[config.mk]
export PLATFORM = sky130hd
export DESIGN_NAME = wmi_top
export DESIGN_NICKNAME = d
export VERILOG_FILES = /design/src/logic/wmi_pkg.sv /design/src/logic/wmi_top.sv
export SDC_FILE = /design/constraint.sdc
export NUM_CORES = 1
export LEC_CHECK = 0
export BUFFER_PORTS_ARGS = -buffer_cell sky130_fd_sc_hd__buf_2
export CAP_MARGIN = 20
export CORE_ASPECT_RATIO = 0.75
export CORE_MARGIN = 2
export CORE_UTILIZATION = 62
export DETAILED_ROUTE_END_ITERATION = 7
export GPL_TIMING_DRIVEN = 0
export PLACE_DENSITY_LB_ADDON = 0.08
export REMOVE_ABC_BUFFERS = 1
export SETUP_SLACK_MARGIN = 0.3
export SLEW_MARGIN = 20
export SYNTH_ARGS = -nofsm -noshare
export SYNTH_HDL_FRONTEND = slang
export SYNTH_SLANG_ARGS = --single-unit
[constraint.sdc]
create_clock -name mclk -period 4.05 [get_ports mclk]
set_input_delay 0.2025 -clock mclk [delete_from_list [all_inputs] [get_ports mclk]]
set_output_delay 0.2025 -clock mclk [all_outputs]
set_load 0.02 [all_outputs]
[src/logic/wmi_pkg.sv]
// Constants and types for the wake, measurement and interrupt block.
// Contract
// - After reset measurement mode is off, wake inputs normal, pass switch open.
// - Measurement enabled closes the pass switch only in normal mode.
// - Measurement enabled disables pulls of inputs one and two and gates them.
// - Pull, filter and wake-enable writes for inputs one, two stay stored but are ignored.
// - Measurement enabled stops status and level updates for inputs one and two.
// - Sleep in measurement mode with only inputs one/two as wake sources sets failure, enters restart.
// - Wake filter times are 16 us or 64 us from the oscillator.
// - Interrupt output is push-pull, high when idle, low during a pulse.
// - In normal and stop mode each pulse lasts the pulse width, self releasing.
// - Output stays high at least the minimum gap between pulses.
// - Pulse width and minimum gap are both 100 us.
// - An interrupt never changes the operating mode by itself.
// - Class bit 0 lets only enabled latched wake events interrupt.
// - Class bit 1 adds latched failures; live level status never interrupts.
// - Restart or fail-safe errors, power-on and device status bits never interrupt.
// - A stop command interrupts if any wake status bit is still set.
// - Host-visible status is refreshed at each falling edge of a pulse.
// - Latched events stay set until the host clears them.
// - In init mode the interrupt pin is the configuration select input.
package wmi_pkg;
    localparam int unsigned CLK_MHZ = 100;
    localparam int unsigned SHORT_FILTER_US = 16;
    localparam int unsigned LONG_FILTER_US = 64;
    localparam int unsigned IRQ_WIDTH_US = 100;
    localparam int unsigned IRQ_MIN_GAP_US = 100;
    localparam int unsigned SHORT_FILTER_CYC = SHORT_FILTER_US * CLK_MHZ;
    localparam int unsigned LONG_FILTER_CYC = LONG_FILTER_US * CLK_MHZ;
    localparam int unsigned IRQ_WIDTH_CYC = IRQ_WIDTH_US * CLK_MHZ;
    localparam int unsigned IRQ_MIN_GAP_CYC = IRQ_MIN_GAP_US * CLK_MHZ;
    localparam int unsigned NUM_WAKE = 3;
    localparam int unsigned NUM_FAIL = 8;
    localparam logic [2:0] WAKE_STAT_RESET = 3'h0;
    localparam logic [1:0] PULL_NONE = 2'h0;
    localparam logic [1:0] PULL_DOWN = 2'h1;
    localparam logic [1:0] PULL_UP = 2'h2;
    localparam logic [1:0] PULL_AUTO = 2'h3;
    localparam logic [1:0] FILT_STATIC_SHORT = 2'h0;
    localparam logic [1:0] FILT_STATIC_LONG = 2'h1;
    // Operating modes of the device, driven in from the mode controller.
    typedef enum logic [2:0] {
        WMI_MODE_INIT = 3'h0,
        WMI_MODE_NORMAL = 3'h1,
        WMI_MODE_STOP = 3'h2,
        WMI_MODE_SLEEP = 3'h3,
        WMI_MODE_RESTART = 3'h4,
        WMI_MODE_FAILSAFE = 3'h5
    } wmi_mode_t;
endpackage : wmi_pkg

[src/logic/wmi_top.sv]
// Wake filtering, measurement gating and timed interrupt pulse generation.
module wmi_top #(
    parameter int unsigned IRQ_WIDTH_CYCLES = wmi_pkg::IRQ_WIDTH_CYC,
    parameter int unsigned IRQ_GAP_CYCLES = wmi_pkg::IRQ_MIN_GAP_CYC,
    parameter int unsigned LONG_FILT_CYCLES = wmi_pkg::LONG_FILTER_CYC,
    parameter int unsigned SHORT_FILT_CYCLES = wmi_pkg::SHORT_FILTER_CYC
) (
    input wire logic mclk,
    input wire logic resetn,
    input wire logic [2:0] mode,
    input wire logic measure_mode_enable,
    input wire logic irq_class_global,
    input wire logic [2:0] wake_in,
    input wire logic [5:0] wake_pull_config,
    input wire logic [5:0] wake_filter_config,
    input wire logic [2:0] wake_source_enables,
    input wire logic [1:0] gpio_wake_in,
    input wire logic [1:0] gpio_wake_enable,
    input wire logic [7:0] fail_event,
    input wire logic [7:0] fail_irq_capable,
    input wire logic stop_cmd,
    input wire logic sleep_cmd,
    input wire logic [2:0] clr_wake_status_a,
    input wire logic [1:0] clr_wake_status_b,
    input wire logic [7:0] clr_fail_status,
    input wire logic irq_pin_in,
    output logic irq_pin_n,
    output logic irq_pin_oe,
    output logic measure_pass_switch,
    output logic [2:0] pull_up_en,
    output logic [2:0] pull_down_en,
    output logic [2:0] wake_event_status_a,
    output logic [1:0] wake_event_status_b,
    output logic [2:0] wake_pin_level_status,
    output logic [7:0] fail_status,
    output logic spi_fail_set,
    output logic restart_req,
    output logic sleep_grant,
    output logic config_select
);
    localparam int CW = 16;

    initial
    begin
        if (IRQ_WIDTH_CYCLES < 2 || IRQ_WIDTH_CYCLES >= (1 << CW) ||
            IRQ_GAP_CYCLES < 2 || IRQ_GAP_CYCLES >= (1 << CW) ||
            LONG_FILT_CYCLES < 2 || LONG_FILT_CYCLES >= (1 << CW) ||
            SHORT_FILT_CYCLES < 2 || SHORT_FILT_CYCLES > LONG_FILT_CYCLES)
        begin
            $error("wmi_top: cycle counts out of range.");
        end
    end

    typedef enum logic [1:0] {
        WMI_IDLE,
        WMI_PULSE,
        WMI_GAP
    } wmi_irq_state_t;

    // Decodes whether a mode is one in which the pulse output is live.
    function automatic logic wmi_irq_mode(input logic [2:0] m);
        wmi_irq_mode = (m == wmi_pkg::WMI_MODE_NORMAL) || (m == wmi_pkg::WMI_MODE_STOP);
    endfunction : wmi_irq_mode

    logic [2:0] gate_mask;
    logic meas_active;
    logic [2:0] filt_level_ff;
    logic [2:0] raw_prev_ff;
    logic [2:0] wake_edge;
    logic [2:0] wake_stat_ff;
    logic [1:0] gpio_stat_ff;
    logic [1:0] gpio_prev_ff;
    logic [7:0] fail_stat_ff;
    logic pending_ff;
    logic new_event;
    logic [2:0] wake_set;
    logic [1:0] gpio_set;
    logic [7:0] fail_set;
    wmi_irq_state_t irq_state_ff;
    logic [CW-1:0] irq_cnt_ff;
    logic pulse_fall;
    logic only_gated_src;

    // Measurement mode gates inputs one and two everywhere.
    assign meas_active = measure_mode_enable;
    assign gate_mask = meas_active ? 3'h4 : 3'h7;

    // Per-input digital filter, retriggered by each threshold crossing.
    genvar gi;
    generate
        for (gi = 0; gi < 3; gi++)
        begin : g_wake
            logic [CW-1:0] fcnt_ff;
            logic [CW-1:0] flimit;
            assign flimit = (wake_filter_config[2*gi +: 2] == wmi_pkg::FILT_STATIC_LONG) ?
                CW'(LONG_FILT_CYCLES) : CW'(SHORT_FILT_CYCLES);
            always_ff @(posedge mclk or negedge resetn)
            begin
                if (!resetn)
                begin
                    raw_prev_ff[gi] <= 1'b0;
                    fcnt_ff <= '0;
                    filt_level_ff[gi] <= 1'b0;
                end
                else
                begin
                    raw_prev_ff[gi] <= wake_in[gi];
                    if (wake_in[gi] != raw_prev_ff[gi])
                    begin
                        fcnt_ff <= '0;
                    end
                    else if (wake_in[gi] != filt_level_ff[gi])
                    begin
                        if (fcnt_ff >= flimit - CW'(1))
                        begin
                            filt_level_ff[gi] <= wake_in[gi];
                            fcnt_ff <= '0;
                        end
                        else
                        begin
                            fcnt_ff <= fcnt_ff + CW'(1);
                        end
                    end
                    else
                    begin
                        fcnt_ff <= '0;
                    end
                end
            end
            // Pull source selection, including automatic following of the level.
            always_ff @(posedge mclk or negedge resetn)
            begin
                if (!resetn)
                begin
                    pull_up_en[gi] <= 1'b0;
                    pull_down_en[gi] <= 1'b0;
                end
                else if (!gate_mask[gi])
                begin
                    pull_up_en[gi] <= 1'b0;
                    pull_down_en[gi] <= 1'b0;
                end
                else
                begin
                    unique case (wake_pull_config[2*gi +: 2])
                        wmi_pkg::PULL_NONE:
                        begin
                            pull_up_en[gi] <= 1'b0;
                            pull_down_en[gi] <= 1'b0;
                        end
                        wmi_pkg::PULL_DOWN:
                        begin
                            pull_up_en[gi] <= 1'b0;
                            pull_down_en[gi] <= 1'b1;
                        end
                        wmi_pkg::PULL_UP:
                        begin
                            pull_up_en[gi] <= 1'b1;
                            pull_down_en[gi] <= 1'b0;
                        end
                        wmi_pkg::PULL_AUTO:
                        begin
                            pull_up_en[gi] <= filt_level_ff[gi];
                            pull_down_en[gi] <= !filt_level_ff[gi];
                        end
                    endcase
                end
            end
        end
    endgenerate

    logic [2:0] filt_prev_ff;
    always_ff @(posedge mclk or negedge resetn)
    begin
        if (!resetn)
        begin
            filt_prev_ff <= '0;
            gpio_prev_ff <= '0;
        end
        else
        begin
            filt_prev_ff <= filt_level_ff;
            gpio_prev_ff <= gpio_wake_in;
        end
    end

    // Either edge of a filtered, enabled and ungated input is a wake event.
    assign wake_edge = (filt_level_ff ^ filt_prev_ff) & gate_mask;
    assign wake_set = wake_edge & wake_source_enables;
    assign gpio_set = (gpio_wake_in ^ gpio_prev_ff) & gpio_wake_enable;
    // Only failures that software marks interrupt-capable count; fatal ones never.
    assign fail_set = fail_event & fail_irq_capable;
    assign new_event = (|wake_set) || (|gpio_set) ||
        (irq_class_global && (|fail_set)) ||
        (stop_cmd && ((|wake_stat_ff) || (|gpio_stat_ff)));

    logic [2:0] fresh_a_ff;
    logic [1:0] fresh_b_ff;
    logic [7:0] fresh_f_ff;

    // Sticky internal status; a set in the clear cycle wins.
    // Bits set after the last host copy survive a clear of that copy.
    always_ff @(posedge mclk or negedge resetn)
    begin
        if (!resetn)
        begin
            wake_stat_ff <= wmi_pkg::WAKE_STAT_RESET;
            gpio_stat_ff <= '0;
            fail_stat_ff <= '0;
            fresh_a_ff <= '0;
            fresh_b_ff <= '0;
            fresh_f_ff <= '0;
        end
        else
        begin
            wake_stat_ff <= (wake_stat_ff & ~(clr_wake_status_a & ~fresh_a_ff)) | wake_set;
            gpio_stat_ff <= (gpio_stat_ff & ~(clr_wake_status_b & ~fresh_b_ff)) | gpio_set;
            fail_stat_ff <= (fail_stat_ff & ~(clr_fail_status & ~fresh_f_ff)) | fail_event;
            fresh_a_ff <= (pulse_fall ? 3'h0 : fresh_a_ff) | wake_set;
            fresh_b_ff <= (pulse_fall ? 2'h0 : fresh_b_ff) | gpio_set;
            fresh_f_ff <= (pulse_fall ? 8'h0 : fresh_f_ff) | fail_event;
        end
    end

    // Host-visible copies refresh on the falling edge of each pulse.
    assign pulse_fall = (irq_state_ff == WMI_IDLE) && pending_ff &&
        wmi_irq_mode(mode);
    always_ff @(posedge mclk or negedge resetn)
    begin
        if (!resetn)
        begin
            wake_event_status_a <= '0;
            wake_event_status_b <= '0;
            fail_status <= '0;
        end
        else if (pulse_fall)
        begin
            wake_event_status_a <= wake_stat_ff;
            wake_event_status_b <= gpio_stat_ff;
            fail_status <= fail_stat_ff;
        end
        else
        begin
            wake_event_status_a <= wake_event_status_a & ~clr_wake_status_a;
            wake_event_status_b <= wake_event_status_b & ~clr_wake_status_b;
            fail_status <= fail_status & ~clr_fail_status;
        end
    end

    // Live levels, frozen for gated inputs and outside normal and stop modes.
    always_ff @(posedge mclk or negedge resetn)
    begin
        if (!resetn)
        begin
            wake_pin_level_status <= '0;
        end
        else if (wmi_irq_mode(mode))
        begin
            wake_pin_level_status <= (filt_level_ff & gate_mask) |
                (wake_pin_level_status & ~gate_mask);
        end
    end

    // Pending request held across a pulse and its gap.
    always_ff @(posedge mclk or negedge resetn)
    begin
        if (!resetn)
        begin
            pending_ff <= 1'b0;
        end
        else
        begin
            pending_ff <= new_event || (pending_ff && !pulse_fall);
        end
    end

    // Pulse timer: low for the width, then high for at least the gap.
    always_ff @(posedge mclk or negedge resetn)
    begin
        if (!resetn)
        begin
            irq_state_ff <= WMI_IDLE;
            irq_cnt_ff <= '0;
        end
        else
        begin
            unique case (irq_state_ff)
                WMI_IDLE:
                begin
                    if (pulse_fall)
                    begin
                        irq_state_ff <= WMI_PULSE;
                        irq_cnt_ff <= '0;
                    end
                end
                WMI_PULSE:
                begin
                    if (irq_cnt_ff == CW'(IRQ_WIDTH_CYCLES - 1))
                    begin
                        irq_state_ff <= WMI_GAP;
                        irq_cnt_ff <= '0;
                    end
                    else
                    begin
                        irq_cnt_ff <= irq_cnt_ff + CW'(1);
                    end
                end
                WMI_GAP:
                begin
                    if (irq_cnt_ff == CW'(IRQ_GAP_CYCLES - 1))
                    begin
                        irq_state_ff <= WMI_IDLE;
                        irq_cnt_ff <= '0;
                    end
                    else
                    begin
                        irq_cnt_ff <= irq_cnt_ff + CW'(1);
                    end
                end
                default:
                begin
                    irq_state_ff <= WMI_IDLE;
                end
            endcase
        end
    end

    // Push-pull driver; released in init mode so the pin selects configuration.
    always_ff @(posedge mclk or negedge resetn)
    begin
        if (!resetn)
        begin
            irq_pin_n <= 1'b1;
            irq_pin_oe <= 1'b0;
            config_select <= 1'b0;
        end
        else
        begin
            irq_pin_n <= !(pulse_fall || (irq_state_ff == WMI_PULSE &&
                irq_cnt_ff != CW'(IRQ_WIDTH_CYCLES - 1)));
            irq_pin_oe <= (mode != wmi_pkg::WMI_MODE_INIT);
            if (mode == wmi_pkg::WMI_MODE_INIT)
            begin
                config_select <= irq_pin_in;
            end
        end
    end

    // Pass switch closed only with measurement on and in normal mode.
    assign only_gated_src = meas_active && (|wake_source_enables[1:0]) &&
        !wake_source_enables[2] && !(|gpio_wake_enable);
    always_ff @(posedge mclk or negedge resetn)
    begin
        if (!resetn)
        begin
            measure_pass_switch <= 1'b0;
            spi_fail_set <= 1'b0;
            restart_req <= 1'b0;
            sleep_grant <= 1'b0;
        end
        else
        begin
            measure_pass_switch <= meas_active && (mode == wmi_pkg::WMI_MODE_NORMAL);
            spi_fail_set <= sleep_cmd && only_gated_src;
            restart_req <= sleep_cmd && only_gated_src;
            sleep_grant <= sleep_cmd && !only_gated_src;
        end
    end

    // Counts consecutive low cycles of the pin so a stuck pulse is caught.
    logic [CW-1:0] low_run_ff;
    always_ff @(posedge mclk or negedge resetn)
    begin
        if (!resetn)
        begin
            low_run_ff <= '0;
        end
        else if (!irq_pin_n)
        begin
            low_run_ff <= low_run_ff + CW'(1);
        end
        else
        begin
            low_run_ff <= '0;
        end
    end
endmodule : wmi_top

Word-level counts from Yosys, hierarchy flattened. Cells that the tools add are included.

Bitwise operators: 37. Shifts and indexed selects: 0. $lt $le $gt $ge: 3. Equality and inequality tests: 27. Div/mod/pow operators: 0. Reduce and logical (&&, ||, !) cells: 53. Mux-type cells: 38. Add/sub/neg operators: 7. Multipliers: 0.

Operators with widths (number): $mux 16 (11); $add 16x1->16 const B (4); $ge 16x16->1 (3); $sub 13x1->14 const B (3); $mux 13 (3); $and 8x8->8 (4); $pmux 16 s2 (1); $not 8->8 (3); $reduce_or 2->1 (11); $and 3x3->3 (7); $pmux 1 s3 (6); $eq 16x14->1 const B (1); $mux 8 (2); $ne 16x14->1 const B (1); $or 8x8->8 (2); $eq 2x1->1 const B (7); $eq 2x2->1 const B (7); $logic_and 1x1->1 (12); $mux 2 (6); $not 3->3 (4); $reduce_and 3->1 (4); $or 3x3->3 (3); $and 2x2->2 (4); $logic_not 1->1 (8); 20 further kinds (48).

Logic and storage cells: 201. Bits in read-only memories: 0. Memories: 0. Output and inout port bits: 29. Register bits: 132. Memory bits (writable): 0. Bits in latches: 0.

Logic depth before layout (Yosys ltp).
Depth after elaboration: 8. Depth in mapped cells: 9. Mapped depth without buffers: 7.

Least setup slack after synthesis. OpenSTA, ideal clock, no wires.

Path type: input to register. Start: input wake_filter_config[5]. End: register g_wake[2].fcnt_ff[13]. Arrival time: 1.739 ns. Setup slack: 2.238 ns. Cell stages on the path: 8. Setup time: 0.073 ns. Path buffers: 1. Path through: nand2b_1 ha_1 and3_1 a221oi_1 o31a_1 nand3_2 buf_2 nor2_1.

Cells in the longest elaborated chain, start to end: 7.

RTL lines: start, declared (RTL line wmi_top.sv:15) `input wire logic [5:0] wake_filter_config,`; $eq 2x1->1 (RTL line wmi_top.sv:95) `assign flimit = (wake_filter_config[2*gi +: 2] == wmi_pkg::FILT_STATIC_LONG) ?`; $mux 13 (RTL line wmi_top.sv:95); $sub 13x1->14 (RTL line wmi_top.sv:114) `if (fcnt_ff >= flimit - CW'(1))`; $ge 16x16->1 (RTL line wmi_top.sv:114); $mux 16 (RTL line wmi_top.sv:114); $mux 16 (RTL line wmi_top.sv:112) `else if (wake_in[gi] != filt_level_ff[gi])`; $mux 16 (RTL line wmi_top.sv:108) `if (wake_in[gi] != raw_prev_ff[gi])`; end signal, assigned (RTL line wmi_top.sv:121) `fcnt_ff <= fcnt_ff + CW'(1);`; end, declared (RTL line wmi_top.sv:93) `logic [CW-1:0] fcnt_ff;`.

Every way passes these cells. A chain may end at the register's enable or synchronous reset.

Worst setup path in the final report.
Start: register irq_state_ff[0]. End: register irq_cnt_ff[14].

Cells in the longest elaborated chain, start to end: 5. Elaborated cells between the ends (all ways): 10. Classes of those cells: eq/ne (3); mux (1); reduce/logical (6).

RTL lines: start, declared (RTL line wmi_top.sv:79) `wmi_irq_state_t irq_state_ff;`; start signal, assigned (RTL line wmi_top.sv:282) `irq_state_ff <= WMI_IDLE;`; start signal, assigned (RTL line wmi_top.sv:292) `irq_state_ff <= WMI_PULSE;`; start signal, assigned (RTL line wmi_top.sv:300) `irq_state_ff <= WMI_GAP;`; $logic_not 2->1 (RTL line wmi_top.sv:226, wmi_top.sv:287); $logic_and 1x1->1 (2 in series) (RTL line wmi_top.sv:226) `assign pulse_fall = (irq_state_ff == WMI_IDLE) && pending_ff &&`; $ne 2x2->1 (no source line); $reduce_and 2->1 (no source line); end signal, assigned (RTL line wmi_top.sv:305) `irq_cnt_ff <= irq_cnt_ff + CW'(1);`; end signal, assigned (RTL line wmi_top.sv:317) `irq_cnt_ff <= irq_cnt_ff + CW'(1);`; end, declared (RTL line wmi_top.sv:80) `logic [CW-1:0] irq_cnt_ff;`.

Several ways; a longest one is shown, not always the timed one.

==> out/qor.txt <==
via count = 4,777
cts hold-fix bufs = 11
CTS Buf Count = 17
Starting Density = 64.10%
DRC = 0
post-layout minimum cycle time = 2.341 ns
WL per Instance = 14.79 um
placed insts = 813
complex-gate fraction of the synthesized area = 11.77%
Die Y-Extent = 90.89 um
io pins = 90
Via-to-Cell Ratio = 5.581
RR Startpoint = irq_state_ff[0]
layout cells sized above 1 = 20.99%
post-synthesis register bit count = 132
Startpoint Class = flip-flop
PD cells = 399.8 mW/mm^2
RSZ-0062 raised after global routing = false
initial antenna violation count = 0
simple-gate share of the synthesized area = 21.63%
post-synthesis mux area share = 1.223%
# fillers = 671
outcome = finished, final reports clean
global-route wire length before repair = 21,940 um
end of the worst hold path = fresh_f_ff[1]
Synth top area share = 52.53%
DP Wirelength = 8636 um
CP cell instances = inv_1, ha_1, nand4_2, o21ai_2, nand3_1, o31ai_1
most frequent cells in the layout = dfrtp_1, buf_2, nand2_1
Worst VDD drop = 0.0003217 V
leakage = 3.422 nW
Antenna diodes = 0
Initial DRC Count = 266
adder-cell area share of the yosys netlist = 4.010%
CP Class = reg2reg
final setup violation count = 0
largest net degree at the start of global routing = 68
Top FF cell, synth = dfrtp_1
Reg2Reg Depth = 6
Period Utilization, post-route = 57.79%
hold depth = 2
final antenna-violating net count = 0
setup TNS = 0 ns
number of global-route vias before repair = 4,745
sequential-to-total area share from yosys stat = 52.95%
crit end category = flip-flop
Slowest-stage cell, CP = nand4_2
Die X = 119.9 um
FMAX = 427.2 MHz
CP bufs+invs = 1
area grow syn2layout = 19.37%
clock sinks = 132
Mapped Avg Cell Area = 10.37 um^2
Core ar. = 0.009736 mm^2
Root Driver = clkbuf_16
R2R Path End = irq_cnt_ff[14]
Worst slew margin = 49.38%
final hold vios = 0
Hold/Removal Path Class = in2reg
Post-synth ARST share = 100.0%
Slew Viols, Final = 0
max-cap violation count = 0
Overall Global Routing Usage = 25.60%
Worst-Margin Slew = 0.7575 ns
TritonCTS clock tree = built
most common cell after layout, fill and taps aside = dfrtp_1
Clock Pin Slew Worst Setup and Hold Paths = 0.06 ns
Final #Nets = 792
leading area contributor after synthesis = dfrtp_1
Crit Path Max Fanout = 27
Skew-Pair Late Insertion Delay = 0.41 ns
num rows = 31
Port Buf Inserts = 89
global route overflow = 0
Max Buffers Root-to-Sink = 2
DRT Pass-1 Iters = 4
Setup Buffers After CTS = 0
WP data required = 4.37 ns
min-delay src = fail_event[1]
main combinational cell family by area after synthesis = simple AND/OR/NAND/NOR gates
clk_skew = 0.01005 ns
die area = 0.01089 mm^2
Synth Area in XOR/XNOR = 5.593%
CTS resizes = 0
Yosys warning count = 0
Post-Syn Area = 0.006241 mm^2
final WL = 12,660 um
cells after synthesis = 602
CP top delay family = simple AND/OR/NAND/NOR gates
Area contributors post-synth = dfrtp_1, nand2_1, ha_1
H-tree level count = 4
worst reg2reg setup slack = 1.71 ns
Finished Layout Cells = 856
Post-synth EDFFs = 0
Synth cell types = 65
WP data arrival = 2.66 ns
Largest stage delay, worst path = 0.66 ns
Final Wtd Congestion = 0.8525
[synthesized netlist by cell type (6+ instances only)]
| cell type | instances |
|---|---|
| a21o_1 | 22 |
| a21oi_1 | 8 |
| a31oi_1 | 7 |
| and2_1 | 6 |
| and3_1 | 17 |
| dfrtp_1 | 131 |
| ha_1 | 20 |
| inv_1 | 18 |
| nand2_1 | 79 |
| nand2b_1 | 13 |
| nand3_1 | 26 |
| nand3b_1 | 10 |
| nand4_1 | 11 |
| nor2_1 | 55 |
| nor2_2 | 9 |
| nor3_1 | 8 |
| o21ai_0 | 39 |
| xnor2_1 | 12 |
| xor2_1 | 26 |
[layer usage]
layer	GRT usage [%]	part of all wire [%]
met2	41.19	48
met5	0	0
met1	34.23	47
met3	6.124	4.4
met4	9.118	1.3
[registers in the layout, indices dropped and copies added (netlist names), 8 cells and up, named ones only]
name / cells
g_wake.fcnt_ff: 48
irq_cnt_ff: 16
fail_stat_ff: 8
fail_status: 8
fresh_f_ff: 8
[cells by family (layout without fill, tap and decap cells)]
group	Yosys count	in the layout
AND/OR/NAND/NOR	260	260
flip-flops	132	132
AO/OA/AOI/OAI	109	109
XOR/XNOR	39	39
buffers and inverters	34	151
adder cells (fa/ha/maj)	20	20
multiplexers	7	7
other	1	6
[worst register-to-register path, delay by kind of cell (launching register included)]
kind                     cells  cell delay, ns
AND/OR/NAND/NOR              2            0.81
AO/OA/AOI/OAI                2            0.54
flip-flops                   1            0.41
adder cells (fa/ha/maj)      1            0.38
buffers and inverters        1            0.11
[worst max-delay path by stage]
stage                                from                      to  slack (ns)  cells past startpoint
final                     irq_state_ff[0]          irq_cnt_ff[14]        1.71                      6
after global routing      irq_state_ff[0]          irq_cnt_ff[14]        1.48                      6
after CTS                 irq_state_ff[0]          irq_cnt_ff[14]        1.74                      6
after detailed placement  irq_state_ff[0]          irq_cnt_ff[14]        1.81                      6
after global placement             resetn    g_wake[0].fcnt_ff[1]        1.13                      1
after floorplan           irq_state_ff[0]  wake_event_status_a[0]        2.25                      5
[final cells by class]
type / instances / area, um^2 / area share, %
well taps: 132 / 165.2 / 2.217
repair buffers: 101 / 589.3 / 7.911
multi-input cells: 441 / 2783 / 37.35
inverters: 18 / 67.56 / 0.9070
flip-flops and latches: 132 / 3304 / 44.36
clock buffers: 21 / 450.4 / 6.046
clock inverters: 11 / 90.09 / 1.209
[power by group]
group          switching, mW  internal, mW  leakage, nW
Combinational          0.128        0.0847         1.55
Sequential            0.0274          1.36         1.61
Clock                  0.531         0.851        0.258
Total                  0.685          2.29         3.42
[stage by stage]
stage,util (%),worst slack (ns),area (um^2),hold WS (ns),total power [mW]
after floorplan,-,2.254,6155,-0.09309,1.500
after global placement,69.49,1.133,6765,0.3371,1.601
after detailed placement,69.84,1.811,6799,0.2340,1.612
after CTS,76.52,1.737,7450,0.002448,3.008
after global routing,76.52,1.482,7450,0.004655,3.107
final,76.52,1.709,7450,0.01572,2.978
(Power assumes the default switching activity.)
